===== config.mk =====
export PLATFORM = sky130hd
export DESIGN_NAME = artwo_timer
export DESIGN_NICKNAME = d
export VERILOG_FILES = /design/src/common/artwo_pkg.sv /design/src/rtl/artwo_timer.sv /design/src/rtl/artwo_ext_tick.sv
export SDC_FILE = /design/constraint.sdc
export NUM_CORES = 1
export LEC_CHECK = 0
export ABC_AREA = 1
export BUFFER_PORTS_ARGS = -buffer_cell sky130_fd_sc_hd__buf_4
export CAP_MARGIN = 0
export CORE_UTILIZATION = 50
export DETAILED_ROUTE_END_ITERATION = 10
export MAX_ROUTING_LAYER = met4
export PLACE_DENSITY_LB_ADDON = 0.2
export SKIP_CTS_REPAIR_TIMING = 1
export SLEW_MARGIN = 30
export SYNTH_ARGS = -nofsm -noshare
export SYNTH_HDL_FRONTEND = slang
export SYNTH_SLANG_ARGS = --single-unit
export TNS_END_PERCENT = 5

===== constraint.sdc =====
create_clock -name clk_sys -period 2 [get_ports clk_sys]
set_input_delay 0.4 -clock clk_sys [delete_from_list [all_inputs] [get_ports clk_sys]]
set_output_delay 0.4 -clock clk_sys [all_outputs]
set_load 0.005 [all_outputs]

===== src/common/artwo_pkg.sv =====
// package of constants for the auto-reload timer two block
// assumes an 8-bit special function register port driven by the core
package artwo_pkg;
	// register addresses on the special function register port
	localparam logic [7:0] ADDR_CONTROL     = 8'hc8;
	localparam logic [7:0] ADDR_RELOAD_LOW  = 8'hca;
	localparam logic [7:0] ADDR_RELOAD_HIGH = 8'hcb;
	localparam logic [7:0] ADDR_COUNT_LOW   = 8'hcc;
	localparam logic [7:0] ADDR_COUNT_HIGH  = 8'hcd;

	// control register field positions
	localparam int BIT_HIGH_FLAG  = 7;
	localparam int BIT_LOW_FLAG   = 6;
	localparam int BIT_LOW_IRQ_EN = 5;
	localparam int BIT_SPLIT      = 3;
	localparam int BIT_RUN        = 2;
	localparam int BIT_EXT_CLK    = 0;

	// writable control bits, bits 4 and 1 excluded
	localparam logic [7:0] CONTROL_WRITE_MASK = 8'hed;
	localparam logic [7:0] RESET_BYTE         = 8'h00;
	localparam logic [7:0] BYTE_ALL_ONES      = 8'hff;

	// prescaler ratios
	localparam int SYSTEM_CLOCK_DIVIDE = 12;
	localparam int EXTCLK_DIVIDE = 8;

	// count source selection
	typedef enum logic [2:0] {
		ARTWO_SRC_SYSTEM_CLOCK = 3'b001,
		ARTWO_SRC_DIV12  = 3'b010,
		ARTWO_SRC_EXT8   = 3'b100
	} artwo_src_t;
endpackage : artwo_pkg


===== src/rtl/artwo_timer.sv =====
// timer two: 16-bit auto-reload counter or two 8-bit auto-reload counters
// assumes a core special function register port, single cycle strobes
//
// Notes on behaviour
// [RL1] unsplit: 16-bit up count, wrap loads reload word, sets high flag
// [RL2] unsplit: interrupt on each overflow when global timer enable set
// [RL3] unsplit: low-byte wrap also interrupts when low enable set
// [RL4] split: two 8-bit counters, each reloaded from its own byte
// [RL5] run gates whole counter unsplit; only high byte when split
// [RL6] high byte clock: system_clock, system_clock/12 or external/8 by selects
// [RL7] low byte clock chosen alike with its own select bit
// [RL8] external divided-by-8 source synchronised to system_clock
// [RL9] split: each byte wrap sets its own overflow flag
// [RL10] split: high wrap interrupts; low wrap too when low enable set
// [RL11] flags cleared only by software writing zero
// [RL12] low flag set on every low-byte wrap in either mode
// [RL13] control bits 4 and 1 read zero, writes ignored
// [RL14] control layout 7 hi flag,6 lo flag,5 lo en,3 split,2 run,0 ext
// [RL15] run clear stops counting, except the low byte in split mode; set lets it count
// [RL16] software should keep low enable clear in 16-bit mode
// [RL17] service software reads both flags to find source, clears them
// [RL18] reload low, reload high, count low registers reset to zero
// [RL19] count high register reset zero, upper half or high counter
// [RL20] each counter steps by one per single-cycle tick
`timescale 1ns/100ps
module artwo_timer (
	input  wire logic       clk_sys,
	input  wire logic       rst,
	input  wire logic       clk_en,
	input  wire logic [7:0] sfr_addr,
	input  wire logic       sfr_wr,
	input  wire logic [7:0] sfr_wdata,
	output logic      [7:0] sfr_rdata,
	input  wire logic       high_byte_system_clock_select,
	input  wire logic       low_byte_system_clock_select,
	input  wire logic       global_timer_irq_enable,
	input  wire logic       ext_clk,
	output logic            irq
);
	import artwo_pkg::*;

	localparam int PW = $clog2(SYSTEM_CLOCK_DIVIDE);
	localparam logic [PW-1:0] PRE_LAST = PW'(SYSTEM_CLOCK_DIVIDE - 1);

	logic [7:0]    control_reg;
	logic [7:0]    reload_low_reg;
	logic [7:0]    reload_high_reg;
	logic [7:0]    count_low_reg;
	logic [7:0]    count_high_reg;
	logic [PW-1:0] pre_reg;
	logic          div12_tick;
	logic          ext_tick;

	logic       high_flag;
	logic       low_flag;
	logic       low_irq_en;
	logic       split_mode_select;
	logic       run_control;
	logic       external_clock_select;
	artwo_src_t src_high;
	artwo_src_t src_low;
	logic       tick_high;
	logic       tick_low;
	logic       step_low;
	logic       step_high;
	logic       wrap_low;
	logic       wrap_high;
	logic       wr_control;
	logic       wr_rl_low;
	logic       wr_rl_high;
	logic       wr_cnt_low;
	logic       wr_cnt_high;
	logic [7:0] control_next;
	logic [7:0] count_low_next;
	logic [7:0] count_high_next;

	// ----------------------------------------
	// helpers
	// ----------------------------------------
	// choose the count source from the two select bits
	function automatic artwo_src_t pick_src(input logic sys_sel,
	                                        input logic ext_sel);
		if (sys_sel)
			pick_src = ARTWO_SRC_SYSTEM_CLOCK;
		else if (ext_sel)
			pick_src = ARTWO_SRC_EXT8;
		else
			pick_src = ARTWO_SRC_DIV12;
	endfunction : pick_src

	// tick for a chosen source
	function automatic logic src_tick(input artwo_src_t src,
	                                  input logic t12,
	                                  input logic t8);
		unique case (src)
			ARTWO_SRC_SYSTEM_CLOCK: src_tick = 1'b1;
			ARTWO_SRC_DIV12:  src_tick = t12;
			ARTWO_SRC_EXT8:   src_tick = t8;
			default:          src_tick = 1'b0;
		endcase
	endfunction : src_tick

	// ----------------------------------------
	// count sources
	// ----------------------------------------
	artwo_ext_tick #(
		.DIVIDE(EXTCLK_DIVIDE)
	) u_ext_tick (
		.clk_sys (clk_sys),
		.rst     (rst),
		.clk_en  (clk_en),
		.ext_clk (ext_clk),
		.ext_tick(ext_tick)
	);

	// free-running divide-by-12 prescaler
	always_ff @(posedge clk_sys) begin
		if (rst)
			pre_reg <= '0;
		else if (clk_en)
			pre_reg <= (pre_reg == PRE_LAST) ? '0 : pre_reg + 1'b1;
	end
	assign div12_tick = (pre_reg == PRE_LAST);

	// ----------------------------------------
	// control fields and clock selection
	// ----------------------------------------
	assign high_flag             = control_reg[BIT_HIGH_FLAG]; // RL14
	assign low_flag              = control_reg[BIT_LOW_FLAG];
	assign low_irq_en            = control_reg[BIT_LOW_IRQ_EN];
	assign split_mode_select     = control_reg[BIT_SPLIT];
	assign run_control           = control_reg[BIT_RUN];
	assign external_clock_select = control_reg[BIT_EXT_CLK];

	// in 16-bit mode the low select drives the whole counter
	assign src_low  = pick_src(low_byte_system_clock_select,
	                           external_clock_select); // RL7
	assign src_high = pick_src(high_byte_system_clock_select,
	                           external_clock_select); // RL6
	assign tick_low  = src_tick(src_low, div12_tick, ext_tick); // RL20
	assign tick_high = src_tick(src_high, div12_tick, ext_tick);

	// ----------------------------------------
	// count enables and wraps
	// ----------------------------------------
	// low byte free-runs in split mode, gated by run otherwise
	assign step_low  = tick_low &
	                   (split_mode_select | run_control); // RL5 RL15
	assign step_high = split_mode_select ?
	                   (tick_high & run_control) :          // RL5
	                   (step_low && count_low_reg == BYTE_ALL_ONES); // RL1
	assign wrap_low  = step_low  && count_low_reg  == BYTE_ALL_ONES;
	assign wrap_high = step_high && count_high_reg == BYTE_ALL_ONES;

	// next count values, reload on wrap
	always_comb begin
		count_low_next  = count_low_reg + 8'h01;
		count_high_next = count_high_reg + 8'h01;
		if (split_mode_select) begin
			if (wrap_low)
				count_low_next = reload_low_reg; // RL4
			if (wrap_high)
				count_high_next = reload_high_reg; // RL4
		end else if (wrap_high) begin
			count_low_next  = reload_low_reg; // RL1
			count_high_next = reload_high_reg; // RL1
		end
	end

	// ----------------------------------------
	// register port decode
	// ----------------------------------------
	assign wr_control  = sfr_wr && sfr_addr == ADDR_CONTROL;
	assign wr_rl_low   = sfr_wr && sfr_addr == ADDR_RELOAD_LOW;
	assign wr_rl_high  = sfr_wr && sfr_addr == ADDR_RELOAD_HIGH;
	assign wr_cnt_low  = sfr_wr && sfr_addr == ADDR_COUNT_LOW;
	assign wr_cnt_high = sfr_wr && sfr_addr == ADDR_COUNT_HIGH;

	// control write, then hardware flag sets win over clears
	always_comb begin
		control_next = control_reg;
		if (wr_control)
			control_next = sfr_wdata & CONTROL_WRITE_MASK; // RL13 RL11
		if (wrap_high)
			control_next[BIT_HIGH_FLAG] = 1'b1; // RL1 RL9
		if (wrap_low)
			control_next[BIT_LOW_FLAG] = 1'b1; // RL9 RL12
	end

	// ----------------------------------------
	// registers
	// ----------------------------------------
	// control and reload bytes
	always_ff @(posedge clk_sys) begin
		if (rst) begin
			control_reg     <= RESET_BYTE; // RL14
			reload_low_reg  <= RESET_BYTE; // RL18
			reload_high_reg <= RESET_BYTE; // RL18
		end else if (clk_en) begin
			control_reg <= control_next;
			if (wr_rl_low)
				reload_low_reg <= sfr_wdata;
			if (wr_rl_high)
				reload_high_reg <= sfr_wdata;
		end
	end

	// count bytes; a software write takes precedence over a step
	always_ff @(posedge clk_sys) begin
		if (rst) begin
			count_low_reg  <= RESET_BYTE; // RL18
			count_high_reg <= RESET_BYTE; // RL19
		end else if (clk_en) begin
			if (wr_cnt_low)
				count_low_reg <= sfr_wdata;
			else if (step_low || (wrap_high && !split_mode_select))
				count_low_reg <= count_low_next;
			if (wr_cnt_high)
				count_high_reg <= sfr_wdata;
			else if (step_high)
				count_high_reg <= count_high_next; // RL20
		end
	end

	// ----------------------------------------
	// read data and interrupt
	// ----------------------------------------
	// registered read data from the addressed register
	always_ff @(posedge clk_sys) begin
		if (rst) begin
			sfr_rdata <= RESET_BYTE;
		end else if (clk_en) begin
			unique case (sfr_addr)
				ADDR_CONTROL:     sfr_rdata <= control_reg; // RL13
				ADDR_RELOAD_LOW:  sfr_rdata <= reload_low_reg;
				ADDR_RELOAD_HIGH: sfr_rdata <= reload_high_reg;
				ADDR_COUNT_LOW:   sfr_rdata <= count_low_reg;
				ADDR_COUNT_HIGH:  sfr_rdata <= count_high_reg;
				default:          sfr_rdata <= RESET_BYTE;
			endcase
		end
	end

	// request held while high flag, or low flag with low enable set, is pending; same in both modes
	assign irq = global_timer_irq_enable &
	             (high_flag | (low_irq_en & low_flag)); // RL2 RL3 RL10

endmodule : artwo_timer


===== src/rtl/artwo_ext_tick.sv =====
// synchroniser and divide-by-8 for the external oscillator count source
// assumes ext_clk is a slow level sampled on clk_sys
`timescale 1ns/100ps
module artwo_ext_tick #(
	parameter int DIVIDE = artwo_pkg::EXTCLK_DIVIDE
) (
	input  wire logic clk_sys,
	input  wire logic rst,
	input  wire logic clk_en,
	input  wire logic ext_clk,
	output logic      ext_tick
);
	import artwo_pkg::*;

	localparam int CW = $clog2(DIVIDE);
	localparam logic [CW-1:0] DIV_LAST = CW'(DIVIDE - 1);

	logic          sync1_reg;
	logic          sync2_reg;
	logic          sync3_reg;
	logic [CW-1:0] div_reg;
	logic          rise;

	// ----------------------------------------
	// synchroniser and edge divider
	// ----------------------------------------
	assign rise = sync2_reg & ~sync3_reg;

	// two-stage synchroniser, then edge detect on stage two
	always_ff @(posedge clk_sys) begin
		if (rst) begin
			sync1_reg <= 1'b0;
			sync2_reg <= 1'b0;
			sync3_reg <= 1'b0;
			div_reg   <= '0;
			ext_tick  <= 1'b0;
		end else if (clk_en) begin
			sync1_reg <= ext_clk;
			sync2_reg <= sync1_reg;
			sync3_reg <= sync2_reg;
			ext_tick  <= rise && (div_reg == DIV_LAST); // RL8
			if (rise) begin
				div_reg <= (div_reg == DIV_LAST) ? '0 : div_reg + 1'b1;
			end
		end
	end
endmodule : artwo_ext_tick


==> impl_metrics.csv, run 1 <==
group,metric,value,unit
worst_setup_path,worst-r2r-cell-count,13,
worst_setup_path,crit_required,2.25,ns
routing,detailed_route_via_count,3295,
grt,grt_max_degree,18,
yosys,total_of_flip_flops_plus_latches_after_synthesis,57,
floorplanning,placementRows,28,
floorplanning,fp.dieW,82.0,microns
routing,drtPass1Iterations,5,
clocking,tritoncts_clock_tree,"yes",
routing,detailed_route_iter0_violations,244,
worst_hold_path,min_delay_path_depth,3,
worst_setup_path,timing.setup.critical_path_class,"reg -> reg",
worst_setup_path,critical_path.startpoint_type,"flip-flop",
timing,slew_headroom,0.613,
timing,fin_crit_sh,0.928,
timing,final-setup-viol-count,0,
routing,wl_per_cell,15.6,microns
cells_and_area,multiInputGateArea,1760,sq um
grt,vias_in_the_first_global_route,2999,
grt,first_pass_grt_wire_length,14700,microns
routing,postRouteAntennaNets,0,
floorplanning,design.die.area,6720,sq um
worst_hold_path,min_from,"ext_clk",
place,dp_hpwl,7000,microns
routing,routed_wl,9150,microns
clocking,cts_root_buffer,"sky130_fd_sc_hd__clkbuf_8",
timing,setup_repair_after_global_routing_missed_its_margin,"yes",
floorplanning,die_span_y,82.0,microns
timing,tightest_slew,0.579,ns
power,vdd_drop_max,436,uV
yosys,share_of_synthesized_registers_carrying_an_async_set_or_reset,0,
floorplanning,initial_core_utilization,0.527,
cells_and_area,n_fill_cell,599,
yosys,synth_ff_type,"sky130_fd_sc_hd__dfxtp_1",
cells_and_area,fin_nets,534,
yosys,synthesized_netlist_net_count,490,
routing,drcViolationCount,0,
timing,achievable-frequency,539,MHz
power,post-layout-total-power,2.50,mW
outcome,status,"finished clean",
grt,antenna_violations_before_repair,0,
clocking,clk_transition_reported_paths,0.07,ns
grt,track_usage,0.305,
cells_and_area,register_area,1140,sq um
cells_and_area,diodes,0,
clocking,clock_latency,0.33,ns
clocking,clock_path_buffers,2,
grt,grt.overflow.total,0,
clocking,cts.htree.levels,3,
yosys,post_synth_instance_area,3200,sq um
worst_setup_path,cp.arrival,2.11,ns
floorplanning,io_pins,33,
yosys,synth-edff-count,0,
timing,finalCriticalPeriod,1.86,ns
worst_hold_path,timing.hold.worst.class,"in -> reg",
floorplanning,core_region_area,6060,sq um
cells_and_area,layout.cell_area.non_filler,3770,sq um
worst_setup_path,reg2reg_setup_slack,0.14,ns
timing,timing.final.hold_violations,0,
clocking,numCtsBuffers,9,
worst_setup_path,crit-reg2reg-launch,"pre_reg[0]",
clocking,clock_sinks,57,
yosys,synth_cells,461,
place,finalWeightedCongestion,1.00,
timing,fin_worst_skew,0.00907,ns
power,cellLeakagePower,1.60,nW
cells_and_area,areaGrowthSynthToFinish,18.0,%
yosys,synth.lib_cells_used.distinct,39,
routing,viasPerCell,5.63,
worst_setup_path,worst-path-max-fanout,11,
timing,hold_ws,0.290,ns
yosys,synth.yosys.seq_area_share,0.357,
power,power_per_cell_area,663,nW/um^2
run,max-cap-violations,0,
worst_hold_path,min_delay_worst_endpoint,"u_ext_tick.sync1_reg",
timing,final_max_slew_viol_count,0,
worst_setup_path,worstSetupEndpointType,"flip-flop",
place,pre_cts_ws,0.117,ns
cells_and_area,share_of_layout_cells_above_drive_strength_1,0.182,
worst_setup_path,critical_path.reg2reg.endpoint,"count_high_reg[5]",
yosys,yosys_warnings,0,
timing,worst_slack,0.143,ns
yosys,post_syn_area_per_cell,6.93,sq um
place,placement.io_buffers,32,
place,dpl_cell_area,3560,sq um
-- final cells by class --
type                    instances  area share
repair buffers                 49      0.0975
well taps                      75      0.0249
clock buffers                  10      0.0338
multi-input cells             335       0.466
clock inverters                 6      0.0219
inverters                      53      0.0531
flip-flops and latches         57       0.302
-- routing by layer --
layer  global-route usage  vias to the layer above  share of wire
met1                0.401                     1520           0.45
met2                0.476                      126           0.45
met3               0.0444                       23          0.073
met5                    -                        -              0
li1                     -                     1626              -
met4                0.104                        0          0.022
-- where the power goes --
group / switching, mW / internal [mW]
combinational: 0.100 / 0.0692
sequential: 0.0112 / 1.15
clock: 0.474 / 0.695
total: 0.585 / 1.92
-- cells in the mapped netlist, types with 3 or more instances --
| library cell | n | share of area |
|---|---|---|
| sky130_fd_sc_hd__nand3_1 | 17 | 0.027 |
| sky130_fd_sc_hd__buf_2 | 3 | 0.0047 |
| sky130_fd_sc_hd__nand2_2 | 6 | 0.012 |
| sky130_fd_sc_hd__xor2_1 | 9 | 0.025 |
| sky130_fd_sc_hd__clkbuf_1 | 7 | 0.0082 |
| sky130_fd_sc_hd__nor3_1 | 5 | 0.0078 |
| sky130_fd_sc_hd__a21oi_2 | 3 | 0.0082 |
| sky130_fd_sc_hd__inv_1 | 48 | 0.056 |
| sky130_fd_sc_hd__xnor2_1 | 5 | 0.014 |
| sky130_fd_sc_hd__dfxtp_1 | 57 | 0.36 |
| sky130_fd_sc_hd__inv_2 | 4 | 0.0047 |
| sky130_fd_sc_hd__o211ai_1 | 4 | 0.0094 |
| sky130_fd_sc_hd__nand2_1 | 85 | 0.10 |
| sky130_fd_sc_hd__a211oi_1 | 3 | 0.0070 |
| sky130_fd_sc_hd__o21ai_0 | 65 | 0.10 |
| sky130_fd_sc_hd__ha_1 | 5 | 0.020 |
| sky130_fd_sc_hd__nand4_1 | 8 | 0.016 |
| sky130_fd_sc_hd__buf_6 | 5 | 0.018 |
| sky130_fd_sc_hd__nor2_1 | 38 | 0.045 |
| sky130_fd_sc_hd__a21oi_1 | 56 | 0.088 |
| sky130_fd_sc_hd__o22ai_1 | 3 | 0.0059 |
-- critical path, cell delays in order, from the launching register on --
cell and delay (ns):
sky130_fd_sc_hd__dfxtp_1 0.39, sky130_fd_sc_hd__ha_1 0.19, sky130_fd_sc_hd__inv_1 0.04, sky130_fd_sc_hd__nor2_1 0.07, sky130_fd_sc_hd__nand2_1 0.08, sky130_fd_sc_hd__nand2_1 0.12
sky130_fd_sc_hd__nand3_4 0.11, sky130_fd_sc_hd__nand2_4 0.11, sky130_fd_sc_hd__nand2_2 0.06, sky130_fd_sc_hd__nand2_2 0.06, sky130_fd_sc_hd__nand2_2 0.14, sky130_fd_sc_hd__inv_2 0.13
sky130_fd_sc_hd__o21ai_0 0.09, sky130_fd_sc_hd__a21oi_1 0.16
-- metrics by stage --
step / TNS [ns] / instances / util
floorplan: 0 / 461 / -
global route: -0.0353 / 585 / 0.622
finish: 0 / 585 / 0.622
global placement: 0 / 569 / 0.587
CTS: 0 / 585 / 0.622
detailed placement: 0 / 569 / 0.587
-- layout by cell type (no fill, tap or decap), types with 2 or more instances in the layout --
cell and instances:
sky130_fd_sc_hd__a211oi_1 3, sky130_fd_sc_hd__a21oi_1 56, sky130_fd_sc_hd__a21oi_2 3, sky130_fd_sc_hd__a31oi_1 2, sky130_fd_sc_hd__buf_4 49, sky130_fd_sc_hd__bufinv_16 2, sky130_fd_sc_hd__clkbuf_8 9, sky130_fd_sc_hd__clkinv_2 4
sky130_fd_sc_hd__dfxtp_1 57, sky130_fd_sc_hd__ha_1 5, sky130_fd_sc_hd__inv_1 46, sky130_fd_sc_hd__inv_2 6, sky130_fd_sc_hd__nand2_1 85, sky130_fd_sc_hd__nand2_2 6, sky130_fd_sc_hd__nand2_4 2, sky130_fd_sc_hd__nand3_1 17
sky130_fd_sc_hd__nand3_2 2, sky130_fd_sc_hd__nand3_4 2, sky130_fd_sc_hd__nand4_1 8, sky130_fd_sc_hd__nor2_1 38, sky130_fd_sc_hd__nor2_2 2, sky130_fd_sc_hd__nor2_4 2, sky130_fd_sc_hd__nor3_1 4, sky130_fd_sc_hd__o211ai_1 4
sky130_fd_sc_hd__o21ai_0 65, sky130_fd_sc_hd__o21ai_1 2, sky130_fd_sc_hd__o22ai_1 3, sky130_fd_sc_hd__xnor2_1 5, sky130_fd_sc_hd__xor2_1 9
-- cell families (layout without fill, tap and decap cells) --
logic type / after synthesis / count (layout) / share of synthesized area
flip-flops: 57 / 57 / 0.357
AO/OA/AOI/OAI: 142 / 142 / 0.238
AND/OR/NAND/NOR: 174 / 174 / 0.253
adder cells (fa/ha/maj): 5 / 5 / 0.0196
XOR/XNOR: 14 / 14 / 0.0384
buffers and inverters: 69 / 118 / 0.0943
-- worst max-delay path by stage --
stage / start / endpoint
floorplan: count_low_reg[0] / count_high_reg[0]
global placement: sfr_addr[5] / count_low_reg[5]
detailed placement: sfr_addr[5] / count_low_reg[5]
CTS: pre_reg[0] / count_low_reg[4]
global route: pre_reg[0] / count_low_reg[4]
finish: pre_reg[0] / count_high_reg[5]
Note: power is estimated with default switching activity, not from simulation.
==> inputs of run 2 (changes only) <==
Settings changed: RECOVER_POWER from default to 100.
==> run 2 against run 1 <==
Effect of this change:
- combinational power barely moved
- via count rose by 0.70%
- fmax fell by 0.58%
- design area fell by 0.80%
- critical path type is now in -> reg
- clock power barely moved
- non-clock buffer count did not move
- sequential power barely moved
- global-route usage did not move
- hold slack barely moved
- wire length rose by 0.78%
- utilization fell by 0.50 points
==> impl_metrics.csv, run 2 (synthesis results as in run 1) <==
group,metric,value,unit
clocking,clk_transition_reported_paths,0.06,ns
cells_and_area,fin_nets,534,
timing,tightest_slew,0.687,ns
cells_and_area,final_cell_count_no_fill,585,
floorplanning,die_span_y,82.0,microns
worst_setup_path,crit_required,2.19,ns
routing,postRouteAntennaNets,0,
place,dp_hpwl,7000,microns
cells_and_area,register_area,1140,sq um
floorplanning,core_region_area,6060,sq um
grt,grt_max_degree,18,
clocking,clock_path_buffers,2,
worst_setup_path,worst-path-max-fanout,8,
grt,track_usage,0.305,
timing,setup_repair_after_global_routing_missed_its_margin,"yes",
clocking,clock_latency,0.33,ns
timing,slew_headroom,0.542,
floorplanning,io_pins,33,
routing,routed_wl,9220,microns
cells_and_area,multiInputGateArea,1750,sq um
timing,timing.final.hold_violations,0,
routing,wl_per_cell,15.8,microns
timing,fin_worst_skew,0.0105,ns
clocking,cts_root_buffer,"sky130_fd_sc_hd__clkbuf_8",
timing,hold_ws,0.291,ns
worst_setup_path,worstSetupEndpointType,"flip-flop",
floorplanning,fp.dieW,82.0,microns
worst_setup_path,critical_path.startpoint_type,"input pin",
cells_and_area,n_fill_cell,605,
place,dp_cells,569,
routing,drcViolationCount,0,
power,power_per_cell_area,669,nW/um^2
clocking,tritoncts_clock_tree,"yes",
worst_setup_path,timing.setup.critical_path_class,"in -> reg",
floorplanning,placementRows,28,
worst_setup_path,cp.arrival,2.06,ns
cells_and_area,final_common_cell,"sky130_fd_sc_hd__nand2_1",
floorplanning,initial_core_utilization,0.527,
power,cellLeakagePower,1.57,nW
routing,detailed_route_via_count,3318,
clocking,numCtsBuffers,9,
grt,vias_in_the_first_global_route,2999,
clocking,cts.htree.levels,3,
timing,fin_crit_sh,0.934,
place,placement.io_buffers,32,
routing,detailed_route_iter0_violations,225,
grt,first_pass_grt_wire_length,14700,microns
cells_and_area,most-common-layout-cells,"sky130_fd_sc_hd__nand2_1, sky130_fd_sc_hd__o21ai_0, sky130_fd_sc_hd__dfxtp_1, sky130_fd_sc_hd__a21oi_1, sky130_fd_sc_hd__inv_1",
power,vdd_drop_max,436,uV
routing,drtPass1Iterations,5,
outcome,status,"finished clean",
grt,grt.overflow.total,0,
cells_and_area,diodes,0,
clocking,clock_sinks,57,
worst_hold_path,timing.hold.worst.class,"in -> reg",
grt,antenna_violations_before_repair,0,
timing,achievable-frequency,535,MHz
timing,finalCriticalPeriod,1.87,ns
place,finalWeightedCongestion,1.00,
timing,final_max_slew_viol_count,0,
cells_and_area,areaGrowthSynthToFinish,17.1,%
routing,viasPerCell,5.67,
timing,final-setup-viol-count,0,
floorplanning,design.die.area,6720,sq um
cells_and_area,share_of_layout_cells_above_drive_strength_1,0.167,
run,max-cap-violations,0,
[run 2: path summary, 6_finish.rpt]
check,startpoint,end,slack (ns),cells after the start
min,ext_clk,u_ext_tick.sync1_reg,0.29,3
min reg2reg,u_ext_tick.sync3_reg,u_ext_tick.sync3_reg,0.46,2
max reg2reg,pre_reg[0],count_high_reg[5],0.15,13
max,sfr_addr[7],sfr_rdata[6],0.13,7
[run 2: power by group]
part	total [mW]	switching, mW	internal, mW
logic	0.166	0.100	0.0655
clock network	1.17	0.479	0.695
registers	1.16	0.0109	1.15
[run 2: metrics by stage]
step | total power [mW] | util | worst slack [ns] | cell area (sq um) | TNS [ns]
floorplan | 1.27 | - | 0.386 | 3200 | 0
global placement | 1.35 | 0.587 | 0.111 | 3560 | 0
finish | 2.50 | 0.617 | 0.132 | 3740 | 0
detailed placement | 1.36 | 0.587 | 0.117 | 3560 | 0
global route | 2.57 | 0.617 | -0.0199 | 3740 | -0.0426
CTS | 2.51 | 0.622 | 0.121 | 3770 | 0
[run 2: cell type report]
class                           instances  share of cell area
Sequential cell                        57               0.305
Inverter                               53              0.0535
Clock inverter                          6              0.0221
Tap cell                               75              0.0251
Clock buffer                           10              0.0341
Timing Repair Buffer                   49              0.0923
Multi-Input combinational cell        335               0.468
[run 2: worst max-delay path, stage by stage]
cell                         delay, ns
sky130_fd_sc_hd__buf_4            0.11
sky130_fd_sc_hd__nand3_1          0.21
sky130_fd_sc_hd__clkinvlp_2       0.25
sky130_fd_sc_hd__and3_1           0.24
sky130_fd_sc_hd__clkbuf_1         0.23
sky130_fd_sc_hd__a211oi_1         0.50
sky130_fd_sc_hd__a21oi_1          0.13
[run 2: routing by layer]
| layer | up-vias | share of wire | GRT usage |
|---|---|---|---|
| met5 | - | 0 | - |
| met4 | 0 | 0.019 | 0.104 |
| li1 | 1628 | - | - |
| met3 | 20 | 0.075 | 0.0444 |
| met1 | 1528 | 0.45 | 0.401 |
| met2 | 142 | 0.45 | 0.476 |
==> inputs of run 3 (changes only) <==
Settings changed: CAP_MARGIN 0 to default, CELL_PAD_IN_SITES_DETAIL_PLACEMENT from default to 1, CELL_PAD_IN_SITES_GLOBAL_PLACEMENT from default to 1, CORE_UTILIZATION 50 to 42.
==> run 3 against run 2 <==
Effect of this change:
- critical endpoint is now count_low_reg[2]
- largest power group unchanged
- worst setup slack got worse by 0.029 ns
- first-iteration DRC count decreased by 22%
- final cell count increased by 3.8%
==> impl_metrics.csv, run 3 (synthesis results as in run 1) <==
group,metric,value,unit
clocking,clk_transition_reported_paths,0.07,ns
cells_and_area,most-common-layout-cells,"sky130_fd_sc_hd__nand2_1, sky130_fd_sc_hd__o21ai_0, sky130_fd_sc_hd__a21oi_1, sky130_fd_sc_hd__dfxtp_1, sky130_fd_sc_hd__inv_1",
clocking,cts.htree.levels,3,
grt,track_usage,0.310,
run,max-cap-violations,0,
timing,totalNegativeSetupSlack,0,ns
cells_and_area,share_of_layout_cells_above_drive_strength_1,0.185,
cells_and_area,areaGrowthSynthToFinish,20.2,%
clocking,clock_sinks,57,
power,seq_power_share,0.426,
worst_setup_path,timing.setup.critical_path_class,"reg -> reg",
timing,slew_headroom,0.492,
power,sw_frac_of_total,0.225,
cells_and_area,fin_nets,532,
place,dp_hpwl,8300,microns
clocking,clock_path_buffers,2,
worst_hold_path,min_from,"ext_clk",
worst_setup_path,crit_required,2.28,ns
timing,final-setup-viol-count,0,
cells_and_area,n_fill_cell,1002,
cells_and_area,diodes,0,
routing,routed_wl,11100,microns
routing,detailed_route_iter0_violations,175,
grt,grt_max_degree,26,
place,dp_cells,590,
floorplanning,design.die.area,7960,sq um
timing,hold_ws,0.321,ns
worst_setup_path,critical_path.reg2reg.endpoint,"count_low_reg[2]",
power,vdd_drop_max,335,uV
floorplanning,io_pins,33,
grt,first_pass_grt_wire_length,17500,microns
timing,fin_worst_skew,0.00956,ns
worst_setup_path,crit-reg2reg-launch,"count_high_reg[1]",
worst_hold_path,min_delay_path_depth,3,
grt,vias_in_the_first_global_route,3309,
routing,drtPass1Iterations,4,
routing,wl_per_cell,18.4,microns
floorplanning,placementRows,31,
cells_and_area,final_cell_count_no_fill,607,
floorplanning,core_region_area,7290,sq um
cells_and_area,register_area,1140,sq um
floorplanning,die_span_y,89.2,microns
power,cell_internal_pwr,2.12,mW
routing,detailed_route_via_count,3326,
routing,viasPerCell,5.48,
clocking,numCtsBuffers,9,
place,placement.io_buffers,32,
power,switching_power,614,uW
power,cellLeakagePower,1.59,nW
worst_hold_path,min_delay_worst_endpoint,"u_ext_tick.sync1_reg",
worst_setup_path,worstSetupEndpointType,"flip-flop",
worst_setup_path,reg2reg_setup_slack,0.10,ns
timing,tightest_slew,0.762,ns
worst_setup_path,worstSetupStartpoint,"count_high_reg[1]",
timing,timing.final.hold_violations,0,
power,share_clk_of_total_power,0.511,
clocking,clock_latency,0.35,ns
clocking,tritoncts_clock_tree,"yes",
worst_setup_path,worst-path-max-fanout,7,
floorplanning,fp.dieW,89.2,microns
worst_setup_path,cp.arrival,2.18,ns
cells_and_area,multiInputGateArea,1790,sq um
clocking,cts_root_buffer,"sky130_fd_sc_hd__clkbuf_8",
cells_and_area,final_util,0.527,
grt,grt.overflow.total,0,
routing,drcViolationCount,0,
timing,finalCriticalPeriod,1.90,ns
place,finalWeightedCongestion,0.918,
worst_hold_path,timing.hold.worst.class,"in -> reg",
worst_setup_path,critical_path.startpoint_type,"flip-flop",
worst_setup_path,worst-r2r-cell-count,11,
timing,fin_crit_sh,0.948,
timing,achievable-frequency,527,MHz
outcome,status,"finished clean",
cells_and_area,final_common_cell,"sky130_fd_sc_hd__nand2_1",
power,power.share.combinational,0.063,
grt,antenna_violations_before_repair,0,
timing,final_max_slew_viol_count,0,
floorplanning,initial_core_utilization,0.438,
routing,postRouteAntennaNets,0,
power,power_per_cell_area,711,nW/um^2
[run 3: metal layers]
metal	wire length (microns)	up-vias	GRT usage
met5	0	-	-
met4	193	0	0.0909
met3	385	15	0.0508
met2	5330	79	0.508
met1	5240	1603	0.393
li1	-	1629	-
[run 3: worst max-delay path: stages, from the launching register on]
cell and delay, ns:
sky130_fd_sc_hd__dfxtp_1 0.43, sky130_fd_sc_hd__ha_2 0.27, sky130_fd_sc_hd__nand3_1 0.10, sky130_fd_sc_hd__nor2_2 0.17
sky130_fd_sc_hd__nand3_2 0.12, sky130_fd_sc_hd__inv_2 0.15, sky130_fd_sc_hd__nand3_4 0.16, sky130_fd_sc_hd__nand2_2 0.09
sky130_fd_sc_hd__nand3_1 0.06, sky130_fd_sc_hd__nand2_1 0.08, sky130_fd_sc_hd__nand2_1 0.09, sky130_fd_sc_hd__a21oi_2 0.13
[run 3: how the worst max path moves through the flow]
stage	depth (start not counted)	slack, ns	endpoint
2_1_floorplan	12	0.39	count_high_reg[0]
3_3_place_gp	11	0.03	count_high_reg[0]
3_5_place_dp	11	-0.06	count_high_reg[0]
4_1_cts	11	-0.1	count_high_reg[0]
5_1_grt	11	-0.03	count_low_reg[2]
6_report	11	0.10	count_low_reg[2]
[run 3: cell type report]
cell class                 instances  share of cell area
timing repair buffer              46              0.0853
multi-input combinational        336               0.466
clock inverter                     4              0.0257
tap                               99              0.0322
sequential                        57               0.298
inverter                          53              0.0528
clock buffer                      12              0.0404
[run 3: stage by stage]
step           total power [mW]  area, sq um  setup WS, ns
6_report                   2.73         3840         0.104
5_1_grt                    2.81         3840       -0.0268
4_1_cts                    2.73         3820       -0.0989
3_5_place_dp               1.36         3560       -0.0640
3_3_place_gp               1.35         3560        0.0254
2_1_floorplan              1.27         3200         0.386
[run 3: power groups by stage]
| stage | clock network (mW) | registers, mW | logic, mW |
|---|---|---|---|
| after detailed placement | 0 | 1.19 | 0.174 |
| after CTS | 1.40 | 1.16 | 0.175 |
| final | 1.40 | 1.16 | 0.173 |
| after global routing | 1.46 | 1.16 | 0.190 |
| after floorplan | 0 | 1.19 | 0.0793 |
| after global placement | 0 | 1.19 | 0.167 |
